## src/logic/power_mode_cfg.svh

```systemverilog
/*
  Constants for the power mode and clock controller: register offsets,
  field positions, reset values and timing counts.
  Assumes inclusion by bare name; definitions only.
*/
`ifndef POWER_MODE_CFG_SVH
`define POWER_MODE_CFG_SVH

// ==========================================================
// Register byte offsets (printed indices times four)
// ==========================================================
`define IDX_SYSTEM_CLOCK_SELECT 8'h8f
`define ADDR_SYSTEM_CLOCK_SELECT 12'h023c
`define ADDR_POWER_CONTROL_REG 12'h0400
`define ADDR_WAKE_MASK 12'h0404
`define ADDR_WAKE_SOURCE_EN 12'h0408
`define ADDR_STATUS 12'h040c

// ==========================================================
// Field positions
// ==========================================================
`define POWER_CONTROL_REG_IDLE_BIT 0
`define POWER_CONTROL_REG_STOP_BIT 1
`define POWER_CONTROL_REG_SLEEP_BIT 2
`define SYSTEM_CLOCK_SELECT_SRC_LSB 0
`define SYSTEM_CLOCK_SELECT_SETTLE_LSB 2
`define SYSTEM_CLOCK_SELECT_DIV_LSB 4

// ==========================================================
// Reset values
// ==========================================================
`define SYSTEM_CLOCK_SELECT_RESET 8'h00
`define POWER_CONTROL_REG_RESET 3'h0
`define WAKE_MASK_RESET 11'h7ff
`define WAKE_EN_RESET 11'h000

// ==========================================================
// Timing: slow oscillator cycles for regulator settling, pclk cycles for oscillator restart
// ==========================================================
`define SETTLE_BASE_CYCLES 8'h10
`define OSC_START_CYCLES 4'h2

`endif

```

## src/logic/power_mode_pkg.sv

```systemverilog
/*
  Types for the power mode and clock controller.
  Assumes no surroundings; used by package::name only.
*/
package power_mode_pkg;

  // Power sequencer states, one-hot
  typedef enum logic [5:0] {
    st_settle = 6'b00_0001,
    st_run = 6'b00_0010,
    st_idle = 6'b00_0100,
    st_osc_off = 6'b00_1000,
    st_stop = 6'b01_0000,
    st_osc_start = 6'b10_0000
  } power_state_t;

  // System clock sources
  typedef enum logic [1:0] {
    src_internal_osc = 2'h0,
    src_slow_osc = 2'h1,
    src_rtc = 2'h2,
    src_pll = 2'h3
  } clock_source_t;

endpackage

```

## src/logic/wake_detect.sv

```systemverilog
/*
  Wake detection for stop and sleep: qualifies each wake source by
  its interrupt enable and wake mask, with pin levels active low and
  peripheral flags active high. Assumes raw inputs synchronised.
*/
`timescale 1ns/1ps
module wake_detect (
  input wire logic pclk,
  input wire logic presetn,
  input wire logic [10:0] wake_src,
  input wire logic [10:0] src_polarity_high,
  input wire logic [10:0] irq_enable,
  input wire logic [10:0] wake_mask,
  output logic wake_any
);

  logic [10:0] hit;

  // Per source qualification
  genvar i;
  generate
    for (i = 0; i < 11; i = i + 1) begin : g_src
      assign hit[i] = (src_polarity_high[i] ? wake_src[i] : ~wake_src[i])
                      & irq_enable[i] & wake_mask[i];
    end
  endgenerate

  // Registered wake request
  always_ff @(posedge pclk or negedge presetn) begin
    if (!presetn) begin
      wake_any <= 1'b0;
    end else begin
      wake_any <= |hit;
    end
  end

endmodule // wake_detect

```

## src/logic/power_mode_clock_controller.sv

```systemverilog
/*
  Power mode and system clock controller: idle, stop and sleep
  sequencing, oscillator shutdown and restart, regulator control and
  clock source selection, with an APB register slave.
  Assumes one clock pclk, pins and peripheral flags asynchronous.
*/
// Our own choice: the APB register port.
// How it works
// - Idle bit gates CPU and core peripheral clocks; outer peripherals run.
// - Idle ends on reset pin or any enabled external interrupt.
// - Idle wake restarts CPU clock and requests vector to waking handler.
// - Hardware clears idle bit on return to normal.
// - Stop bit halts every clock except the real time clock.
// - Oscillator is shut down on its last clock edge at stop entry.
// - Only reset, lines zero to eight, comparator and RTC end stop.
// - Stop wake needs both interrupt enable and wake mask bit set.
// - Pins wake on low level, peripheral flags wake on high level.
// - Wake restarts oscillator; CPU resumes after it has run for OSC_START_CYCLES clocks.
// - After stop wake CPU runs internal oscillator and vectors at once.
// - Hardware clears stop bit during wake-up.
// - Stop plus sleep bits: as stop, main regulator and bandgap off.
// - Sleep ends like stop and turns main regulator back on.
// - Stop wake forces clock source select to internal oscillator.
// - Internal oscillator enabled in all modes except stop and sleep.
// - Internal oscillator defaults to calibrated frequency after reset.
// - No protection against selecting an unavailable clock source.
// - Two-bit source field selects clock; resets to internal oscillator.
// - Regulator settle delay of 16 to 128 slow cycles after reset or sleep.
// - Wake mask bit lets its line wake from stop, on the level.
`timescale 1ns/1ps
`include "power_mode_cfg.svh"
module power_mode_clock_controller (
  input wire logic pclk,
  input wire logic presetn,
  input wire logic psel,
  input wire logic penable,
  input wire logic pwrite,
  input wire logic [11:0] paddr,
  input wire logic [31:0] pwdata,
  output logic [31:0] prdata,
  output logic pready,
  output logic pslverr,
  input wire logic external_reset_pin_n,
  input wire logic [8:0] ext_irq_n,
  input wire logic comparator_flag,
  input wire logic rtc_flag,
  input wire logic slow_osc_tick,
  input wire logic internal_osc_running,
  output logic cpu_clock_en,
  output logic core_periph_clock_en,
  output logic periph_clock_en,
  output logic internal_osc_en,
  output logic main_regulator_en,
  output logic backup_regulator_en,
  output logic wake_vector_req,
  output logic [1:0] clock_source_field,
  output logic [3:0] osc_divider
);

  // ==========================================================
  // Input synchronisers
  // ==========================================================
  logic [13:0] sync_a;
  logic [13:0] sync_b;
  logic [10:0] wake_src;
  logic [10:0] irq_seen;
  logic rst_pin_low;
  logic osc_ok;
  logic slow_tick;

  // Two flops for every asynchronous pin and flag
  always_ff @(posedge pclk or negedge presetn) begin
    if (!presetn) begin
      sync_a <= 14'h3fff;
      sync_b <= 14'h3fff;
    end else begin
      sync_a <= {external_reset_pin_n, ext_irq_n, ~comparator_flag, ~rtc_flag,
                 ~internal_osc_running, ~slow_osc_tick};
      sync_b <= sync_a;
    end
  end

  assign rst_pin_low = ~sync_b[13];
  assign wake_src = {sync_b[12:4], ~sync_b[3], ~sync_b[2]};
  assign osc_ok = ~sync_b[1];
  assign slow_tick = ~sync_b[0];

  // Pins low, peripheral flags high
  localparam logic [10:0] POLARITY = 11'h003;

  // ==========================================================
  // Registers
  // ==========================================================
  logic [7:0] system_clock_select;
  logic [2:0] power_control_reg;
  logic [10:0] wake_mask;
  logic [10:0] wake_source_en;
  power_mode_pkg::power_state_t state;
  power_mode_pkg::power_state_t next_state;
  logic wake_any;
  logic idle_wake;
  logic sleep_entered;
  logic [7:0] settle_cnt;
  logic [3:0] osc_cnt;
  logic wr_en;
  logic rd_en;
  logic addr_ok;

  assign wr_en = psel & penable & pwrite;
  assign rd_en = psel & ~penable & ~pwrite;
  assign addr_ok = (paddr == `ADDR_SYSTEM_CLOCK_SELECT) | (paddr == `ADDR_POWER_CONTROL_REG) |
                   (paddr == `ADDR_WAKE_MASK) | (paddr == `ADDR_WAKE_SOURCE_EN) |
                   (paddr == `ADDR_STATUS);

  // Wake detection block
  wake_detect u_wake (
    .pclk(pclk),
    .presetn(presetn),
    .wake_src(wake_src),
    .src_polarity_high(POLARITY),
    .irq_enable(wake_source_en),
    .wake_mask(wake_mask),
    .wake_any(wake_any)
  );

  // Idle wake: any enabled interrupt, mask not needed
  assign idle_wake = |(wake_source_en & (POLARITY ~^ wake_src));

  // Clock select: software writes, forced on stop wake
  always_ff @(posedge pclk or negedge presetn) begin
    if (!presetn) begin
      system_clock_select <= `SYSTEM_CLOCK_SELECT_RESET;
    end else if (state == power_mode_pkg::st_osc_start) begin
      system_clock_select[`SYSTEM_CLOCK_SELECT_SRC_LSB +: 2] <= power_mode_pkg::src_internal_osc;
    end else if (wr_en && paddr == `ADDR_SYSTEM_CLOCK_SELECT) begin
      system_clock_select <= pwdata[7:0];
    end
  end

  // Power control: software sets, hardware clears on wake
  always_ff @(posedge pclk or negedge presetn) begin
    if (!presetn) begin
      power_control_reg <= `POWER_CONTROL_REG_RESET;
    end else if (state == power_mode_pkg::st_idle && next_state == power_mode_pkg::st_run) begin
      power_control_reg[`POWER_CONTROL_REG_IDLE_BIT] <= 1'b0;
    end else if (state == power_mode_pkg::st_osc_start) begin
      power_control_reg <= `POWER_CONTROL_REG_RESET;
    end else if (wr_en && paddr == `ADDR_POWER_CONTROL_REG && state == power_mode_pkg::st_run) begin
      power_control_reg <= pwdata[2:0];
    end
  end

  // Wake mask and interrupt enables
  always_ff @(posedge pclk or negedge presetn) begin
    if (!presetn) begin
      wake_mask <= `WAKE_MASK_RESET;
      wake_source_en <= `WAKE_EN_RESET;
    end else if (wr_en && paddr == `ADDR_WAKE_MASK) begin
      wake_mask <= pwdata[10:0];
    end else if (wr_en && paddr == `ADDR_WAKE_SOURCE_EN) begin
      wake_source_en <= pwdata[10:0];
    end
  end

  // APB answer: zero wait states, error on unmapped address
  always_ff @(posedge pclk or negedge presetn) begin
    if (!presetn) begin
      prdata <= 32'h0000_0000;
      pready <= 1'b0;
      pslverr <= 1'b0;
    end else begin
      pready <= psel & ~penable;
      pslverr <= psel & ~penable & ~addr_ok;
      if (rd_en) begin
        case (paddr)
          `ADDR_SYSTEM_CLOCK_SELECT: prdata <= {24'h00_0000, system_clock_select};
          `ADDR_POWER_CONTROL_REG: prdata <= {29'h0000_0000, power_control_reg};
          `ADDR_WAKE_MASK: prdata <= {21'h00_0000, wake_mask};
          `ADDR_WAKE_SOURCE_EN: prdata <= {21'h00_0000, wake_source_en};
          `ADDR_STATUS: prdata <= {26'h000_0000, state};
          default: prdata <= 32'h0000_0000;
        endcase
      end
    end
  end

  // ==========================================================
  // Power sequencer
  // ==========================================================
  always_comb begin
    next_state = state;
    case (state)
      power_mode_pkg::st_settle: begin
        if (settle_cnt == 8'h00) next_state = power_mode_pkg::st_run;
      end
      power_mode_pkg::st_run: begin
        if (power_control_reg[`POWER_CONTROL_REG_STOP_BIT]) next_state = power_mode_pkg::st_osc_off;
        else if (power_control_reg[`POWER_CONTROL_REG_IDLE_BIT]) next_state = power_mode_pkg::st_idle;
      end
      power_mode_pkg::st_idle: begin
        if (idle_wake || rst_pin_low) next_state = power_mode_pkg::st_run;
      end
      power_mode_pkg::st_osc_off: begin
        next_state = power_mode_pkg::st_stop;
      end
      power_mode_pkg::st_stop: begin
        if (wake_any || rst_pin_low) next_state = power_mode_pkg::st_osc_start;
      end
      power_mode_pkg::st_osc_start: begin
        if (osc_ok && osc_cnt == 4'h0) begin
          next_state = sleep_entered ? power_mode_pkg::st_settle : power_mode_pkg::st_run;
        end
      end
      default: next_state = power_mode_pkg::st_settle;
    endcase
  end

  // State register
  always_ff @(posedge pclk or negedge presetn) begin
    if (!presetn) begin
      state <= power_mode_pkg::st_settle;
    end else begin
      state <= next_state;
    end
  end

  // Sleep memory for regulator control
  always_ff @(posedge pclk or negedge presetn) begin
    if (!presetn) begin
      sleep_entered <= 1'b0;
    end else if (state == power_mode_pkg::st_run && next_state == power_mode_pkg::st_osc_off) begin
      sleep_entered <= power_control_reg[`POWER_CONTROL_REG_SLEEP_BIT];
    end else if (state == power_mode_pkg::st_settle && next_state == power_mode_pkg::st_run) begin
      sleep_entered <= 1'b0;
    end
  end

  // Settle delay counted in slow oscillator ticks
  always_ff @(posedge pclk or negedge presetn) begin
    if (!presetn) begin
      settle_cnt <= `SETTLE_BASE_CYCLES;
    end else if (state != power_mode_pkg::st_settle) begin
      settle_cnt <= 8'(`SETTLE_BASE_CYCLES << system_clock_select[`SYSTEM_CLOCK_SELECT_SETTLE_LSB +: 2]);
    end else if (slow_tick && settle_cnt != 8'h00) begin
      settle_cnt <= settle_cnt - 8'h01;
    end
  end

  // Oscillator restart wait before opening gates
  always_ff @(posedge pclk or negedge presetn) begin
    if (!presetn) begin
      osc_cnt <= `OSC_START_CYCLES;
    end else if (state != power_mode_pkg::st_osc_start) begin
      osc_cnt <= `OSC_START_CYCLES;
    end else if (osc_ok && osc_cnt != 4'h0) begin
      osc_cnt <= osc_cnt - 4'h1;
    end
  end

  // ==========================================================
  // Clock gates, oscillator and regulators
  // ==========================================================
  always_ff @(posedge pclk or negedge presetn) begin
    if (!presetn) begin
      cpu_clock_en <= 1'b0;
      core_periph_clock_en <= 1'b0;
      periph_clock_en <= 1'b0;
      internal_osc_en <= 1'b1;
      main_regulator_en <= 1'b1;
      backup_regulator_en <= 1'b0;
      clock_source_field <= 2'h0;
      osc_divider <= 4'h0;
    end else begin
      cpu_clock_en <= (next_state == power_mode_pkg::st_run);
      core_periph_clock_en <= (next_state == power_mode_pkg::st_run);
      periph_clock_en <= (next_state == power_mode_pkg::st_run) ||
                         (next_state == power_mode_pkg::st_idle);
      internal_osc_en <= (next_state != power_mode_pkg::st_stop);
      main_regulator_en <= !((next_state == power_mode_pkg::st_stop) && sleep_entered) ||
                           (next_state != power_mode_pkg::st_stop);
      backup_regulator_en <= (next_state == power_mode_pkg::st_stop) && sleep_entered;
      clock_source_field <= system_clock_select[`SYSTEM_CLOCK_SELECT_SRC_LSB +: 2];
      osc_divider <= system_clock_select[`SYSTEM_CLOCK_SELECT_DIV_LSB +: 4];
    end
  end

  // One-cycle vector request when an interrupt wake resumes the CPU
  // Sleep wake pulses once the regulator settle delay has ended
  always_ff @(posedge pclk or negedge presetn) begin
    if (!presetn) begin
      wake_vector_req <= 1'b0;
    end else begin
      wake_vector_req <= (next_state == power_mode_pkg::st_run) && !rst_pin_low &&
                         ((state == power_mode_pkg::st_idle) ||
                          (state == power_mode_pkg::st_osc_start) ||
                          (state == power_mode_pkg::st_settle && sleep_entered));
    end
  end
endmodule // power_mode_clock_controller

```

## config.mk

```make
export PLATFORM = sky130hd
export DESIGN_NAME = power_mode_clock_controller
export DESIGN_NICKNAME = d
export VERILOG_FILES = /design/src/logic/power_mode_pkg.sv /design/src/logic/wake_detect.sv /design/src/logic/power_mode_clock_controller.sv
export VERILOG_INCLUDE_DIRS = /design/src /design/src/logic
export SDC_FILE = /design/constraint.sdc
export NUM_CORES = 1
export LEC_CHECK = 0
export BUFFER_PORTS_ARGS = -buffer_cell sky130_fd_sc_hd__clkbuf_2
export CAP_MARGIN = 20
export CORE_UTILIZATION = 45
export CTS_CLUSTER_DIAMETER = 40
export DETAILED_ROUTE_END_ITERATION = 8
export GPL_ROUTABILITY_DRIVEN = 1
export MAX_ROUTING_LAYER = met4
export PLACE_DENSITY_LB_ADDON = 0.3
export SKIP_LAST_GASP = 1
export SYNTH_ARGS = -nofsm -noshare
export SYNTH_HDL_FRONTEND = slang
export SYNTH_SLANG_ARGS = --single-unit
export TNS_END_PERCENT = 100
```

## constraint.sdc

```tcl
create_clock -name pclk -period 2.2 [get_ports pclk]
set_input_delay 0.44 -clock pclk [delete_from_list [all_inputs] [get_ports pclk]]
set_output_delay 0.44 -clock pclk [all_outputs]
set_load 0.01 [all_outputs]
```

* Word level (Yosys, flattened, before mapping) *
Cells that the tools add are included.

word-level totals
  register bits after elaboration = 127
  bits of input ports = 63
  output and inout bits = 47
  logic and storage cells = 159

cells by class
  $add $sub $neg = 2
  equal/unequal tests = 18
  shift operators = 1
  multiplexer cells = 20
  bitwise logic cells = 57
  reductions and logical operators = 37

operators by type and width
  kind                    number
  $pmux W11 S5            1
  $eq A12 B11 Y1 const B  4
  $mux W6                 6
  $pmux W6 S6             1
  $and A1 B1 Y1           27
  $not A1 Y1              24
  $reduce_or A11 Y1       2
  $mux W8                 2
  $logic_and A1 B1 Y1     15
  $eq A12 B10 Y1 const B  1
  $eq A6 B2 Y1 const B    2
  $eq A6 B3 Y1 const B    2
  $eq A6 B4 Y1 const B    2
  $eq A6 B5 Y1 const B    2
  $and A11 B11 Y11        1
  $reduce_bool A2 Y1      5
  $not A9 Y9              1
  $logic_not A8 Y1        1
  $mux W4                 2
  $reduce_bool A8 Y1      1
  $shl A5 B2 Y8 const A   1
  $sub A8 B1 Y8 const B   1
  $eq A6 B1 Y1 const B    1
  $eq A6 B6 Y1 const B    1
  14 further kinds        29

* Logic depth before layout (Yosys ltp) *
  word-level depth = 10
  gate-level depth with buffers = 7
  depth with buffers taken out = 7

* Cells and area by module *
Synthesis repeated with hierarchy kept, for this count alone.

second synthesis, totals
  cells, all modules = 403
  area total of the unflattened synthesis = 4853.4 um^2

modules (own cells, without submodules)
  module                       instances  cells an instance  area an instance (um^2)  sequential area each (um^2)
  power_mode_clock_controller  1          376                4653.2                   2682.6
  wake_detect                  1          27                 200.2                    25.0

* Worst setup path before layout *
Ideal clock, no wire load.

  path type = input -> register
  start = input port paddr[9]
  end = register wake_source_en[0]
  setup time = 0.125 ns
  arrival = 1.974 ns
  required time = 2.075 ns
  path slack = 0.101 ns
  stages on the path = 6
  path buffers = 2
  path through = nor4b_2 > and3_1 > and3_1 > clkbuf_1 > buf_2 > mux2_2

on the way
  longest elaborated chain between the ends = 4
  elaborated cells on any way between the ends = 6
  classes of those cells = eq/ne (2); bitwise (1); reduce/logical (3)

ends and longest elaborated chain
  element                          line                                source
  start, declared                  power_mode_clock_controller.sv:38   input wire logic [11:0] paddr,
  $eq A12 B11 Y1                   --
  $logic_and A1 B1 Y1 (no line)    --
  $not A1 Y1 (no line)             --
  $reduce_and A2 Y1 (no line) (*)  --
  end signal, assigned             power_mode_clock_controller.sv:157  wake_source_en <= `WAKE_EN_RESET;
  end signal, assigned             power_mode_clock_controller.sv:161  wake_source_en <= pwdata[10:0];
  end, declared                    power_mode_clock_controller.sv:97   logic [10:0] wake_source_en;

Mark *: on every way between the ends. The rest lies on a longest branch, timed or not.
A chain may end at the register's enable or synchronous reset.

* Worst setup path in the final report *
  start = register state[5]
  end = register system_clock_select[2]

on the way
  longest elaborated chain between the ends = 3

ends and longest elaborated chain
  element                        line                                source
  start, declared                power_mode_clock_controller.sv:98   power_mode_pkg::power_state_t state;
  start signal, assigned         power_mode_clock_controller.sv:221  state <= power_mode_pkg::st_settle;
  start signal, assigned         power_mode_clock_controller.sv:223  state <= next_state;
  $eq A6 B6 Y1                   power_mode_clock_controller.sv:133  end else if (state == power_mode_pkg::st_osc_start) begin
  $not A1 Y1 (no line)           --
  $reduce_and A2 Y1 (no line)    --
  end signal, assigned           power_mode_clock_controller.sv:132  system_clock_select <= `SYSTEM_CLOCK_SELECT_RESET;
  end signal, assigned by index  power_mode_clock_controller.sv:134  system_clock_select[`SYSTEM_CLOCK_SELECT_SRC_LSB +: 2] <= power_mode_pkg::src_internal_osc;
  end signal, assigned           power_mode_clock_controller.sv:136  system_clock_select <= pwdata[7:0];
  end, declared                  power_mode_clock_controller.sv:94   logic [7:0] system_clock_select;

No other way between the ends.

==> flow_summary.ini <==
[status]
status = completed

[route]
vias = 3214
avgRoutedWirePerCell_um = 15.4
drc = 0
dr.pass1.iters = 4
drt-total-wl_mm = 9.64
drtAntennaViolNets = 0
drtIter0Drc = 122
post_drt_via_cell_ratio = 5.13

[floorplanning]
io_pins = 110
coreArea_mm2 = 0.00991
initial_utilization_pct = 47.2
die-area_mm2 = 0.0108
rows = 36
die_y_um = 104
die_w_um = 104

[placement]
placed_cells = 609
gp_congestion = 0.861
io_buffer_count = 67
place_hpwl_mm = 7.30

[cts]
clk_pin_slew_ns = 0.11
cts_tree = yes
cts.sinks = 106
cts.repair.resized = 0
cts_root_buffer = clkbuf_8
post-cts-setup-buffers = 0
clk_path_buf_depth = 2
h-tree-depth = 3
hold_buffers = 1
clkLatencyLatePin_ns = 0.36
cts_buffers = 9

[worst_hold_path]
hp-class = in2reg

[worst_setup_path]
crit_type = reg2reg
start_kind = register
cp_top_family = simple AND/OR/NAND/NOR gates
crit_fanout = 6
crit_chain = or4b_4, or3_1, nand3_2, mux2_2
crit_buf_inv = 0
slowest_stage = dfrtp_1
required_ns = 2.45
crit_path_end_kind = register
slowest_delay_ns = 0.50
cp.arrival_ns = 2.34

[power_and_ir_drop]
p_leak_nw = 2.55
vdd_drop_max_mv = 0.403
power_mw = 4.13
p_per_area_mw_per_mm2 = 760

[logic_synthesis]
yosys.cell_types.count = 55
netlist_instances = 400
syn_area_mm2 = 0.00468
synthArstFlopShare_pct = 100
yosysWarnings = 0
synthFlopType = dfrtp_1
synth_edf_count = 0
ys_seq_area_share_pct = 57.9
ys_seq_elements = 106
postSynthAreaPerCell_um2 = 11.7

[global_route]
grt_max_degree = 42
grt_usage_pct = 19.7
grt_pass1_vias = 3281
antenna_found_initial = 0
grt_pass1_wl_mm = 16.5
grt_overflow_total = 0

[timing]
fin_crit_sh_pct = 95.3
report.final.slew_viol_count = 0
finalHoldViolations = 0
finalSetupViolations = 0
period_needed_ns = 2.10
finClkSkew_ns = 0.0162
fin_setup_tns_ns = 0
fmax_mhz = 477
rsz0062_at_grt = false
whs_ns = 0.147

[cells_and_area]
nNetsFinal = 553
syn2layout_area_growth_pct = 16.1
top_regs = sync_a x14, sync_b x14
instances_no_fill = 626
fillers = 866
diodes = 0
drive_above_1_share_pct = 37.7

[job]
drv_cap = 0
==> worst register-to-register path, stage by stage, from the launching register on <==
cell     delay, ns
dfrtp_1       0.50
or4b_4        0.50
or3_1         0.41
nand3_2       0.20
mux2_2        0.36
==> where the power goes <==
| part | total (mW) | internal [mW] | switching [mW] |
|---|---|---|---|
| clock | 1.20 | 0.535 | 0.666 |
| sequential | 2.23 | 2.12 | 0.116 |
| combinational | 0.693 | 0.304 | 0.390 |
| total | 4.13 | 2.96 | 1.17 |
==> per-stage QoR <==
step	utilization (%)	setup slack, ns	cell area, µm²
finish	54.8	0.104	5430
global route	54.8	0.0352	5430
CTS	54.8	0.103	5430
detailed placement	52.7	0.0357	5220
global placement	52.7	0.0813	5220
floorplan	-	0.101	4750
==> final timing paths <==
kind                                           from                                  to  slack [ns]  cells past startpoint
worst max-delay path             state[5]$_DFF_PN0_  system_clock_select[2]$_DFFE_PN0P_        0.10                      4
worst min-delay path                   ext_irq_n[4]                 sync_a[8]$_DFF_PN1_        0.15                      1
worst max register to register   state[5]$_DFF_PN0_  system_clock_select[2]$_DFFE_PN0P_        0.10                      4
worst min register to register  sync_a[3]$_DFF_PN1_                 sync_b[3]$_DFF_PN1_        0.36                      0
max in group asynchronous                   presetn            wake_mask[6]$_DFFE_PN1P_        1.02                      3
min in group asynchronous                   presetn               prdata[8]$_DFFE_PN0P_        0.53                      2
==> synthesized netlist by cell type (all sizes together), types with 6 or more instances <==
library cell | instances | area, µm²
a22oi | 7 | 52.6
dfstp | 44 | 1160
buf | 27 | 203
mux2 | 23 | 259
o21ai | 18 | 93.8
nor4 | 6 | 43.8
clkbuf | 6 | 22.5
nand2 | 28 | 105
inv | 21 | 78.8
a21oi | 8 | 40.0
nand2b | 10 | 62.6
o2111ai | 7 | 61.3
nor3 | 15 | 90.1
dfrtp | 62 | 1550
xor2 | 6 | 52.6
nand3b | 12 | 90.1
nor2 | 33 | 124
==> final cells by class <==
type / instances / area [µm²] / area share, %
Sequential cell: 106 / 2710 / 49.9
Multi-Input combinational cell: 260 / 1740 / 32.1
Timing Repair Buffer: 90 / 538 / 9.91
Tap cell: 133 / 166 / 3.07
Clock buffer: 9 / 124 / 2.28
Inverter: 21 / 78.8 / 1.45
Clock inverter: 7 / 73.8 / 1.36
==> layout by cell type, fill, tap and decap left out, types with 4 or more instances in the layout <==
cell type	instances
nand2_1	28
nor2b_1	5
o22ai_1	4
a22oi_1	7
inv_1	21
nor2_1	33
and3_1	5
nand3_1	4
o21ai_0	16
a21oi_1	8
conb_1	21
nand3b_1	12
clkbuf_8	9
buf_4	21
xor2_1	6
nand2b_1	10
nor3_1	12
mux2_2	23
mux2i_1	5
nor4_1	5
clkbuf_2	66
o2111ai_1	7
dfrtp_1	62
dfstp_2	44
xnor2_1	4
==> metal layers <==
| metal | track usage, % | vias up | share of wire [%] |
|---|---|---|---|
| li1 | - | 1546 | - |
| met2 | 30.8 | 109 | 48 |
| met3 | 3.32 | 7 | 4.9 |
| met4 | 5.92 | 0 | 0.90 |
| met1 | 26.6 | 1552 | 46 |
| met5 | - | - | 0 |
==> kinds of logic (layout without fill, tap and decap cells) <==
kind of cell	after synthesis	count (layout)	synth area share, %
AO/OA/AOI/OAI	61	61	9.20
XOR/XNOR	10	10	1.87
adder cells (fa/ha/maj)	2	2	0.535
buffers and inverters	54	127	6.50
flip-flops	106	106	57.9
multiplexers	31	31	8.05
other	1	21	0.0802
AND/OR/NAND/NOR	135	135	15.9
No activity file was read; power rests on OpenSTA's default activity.
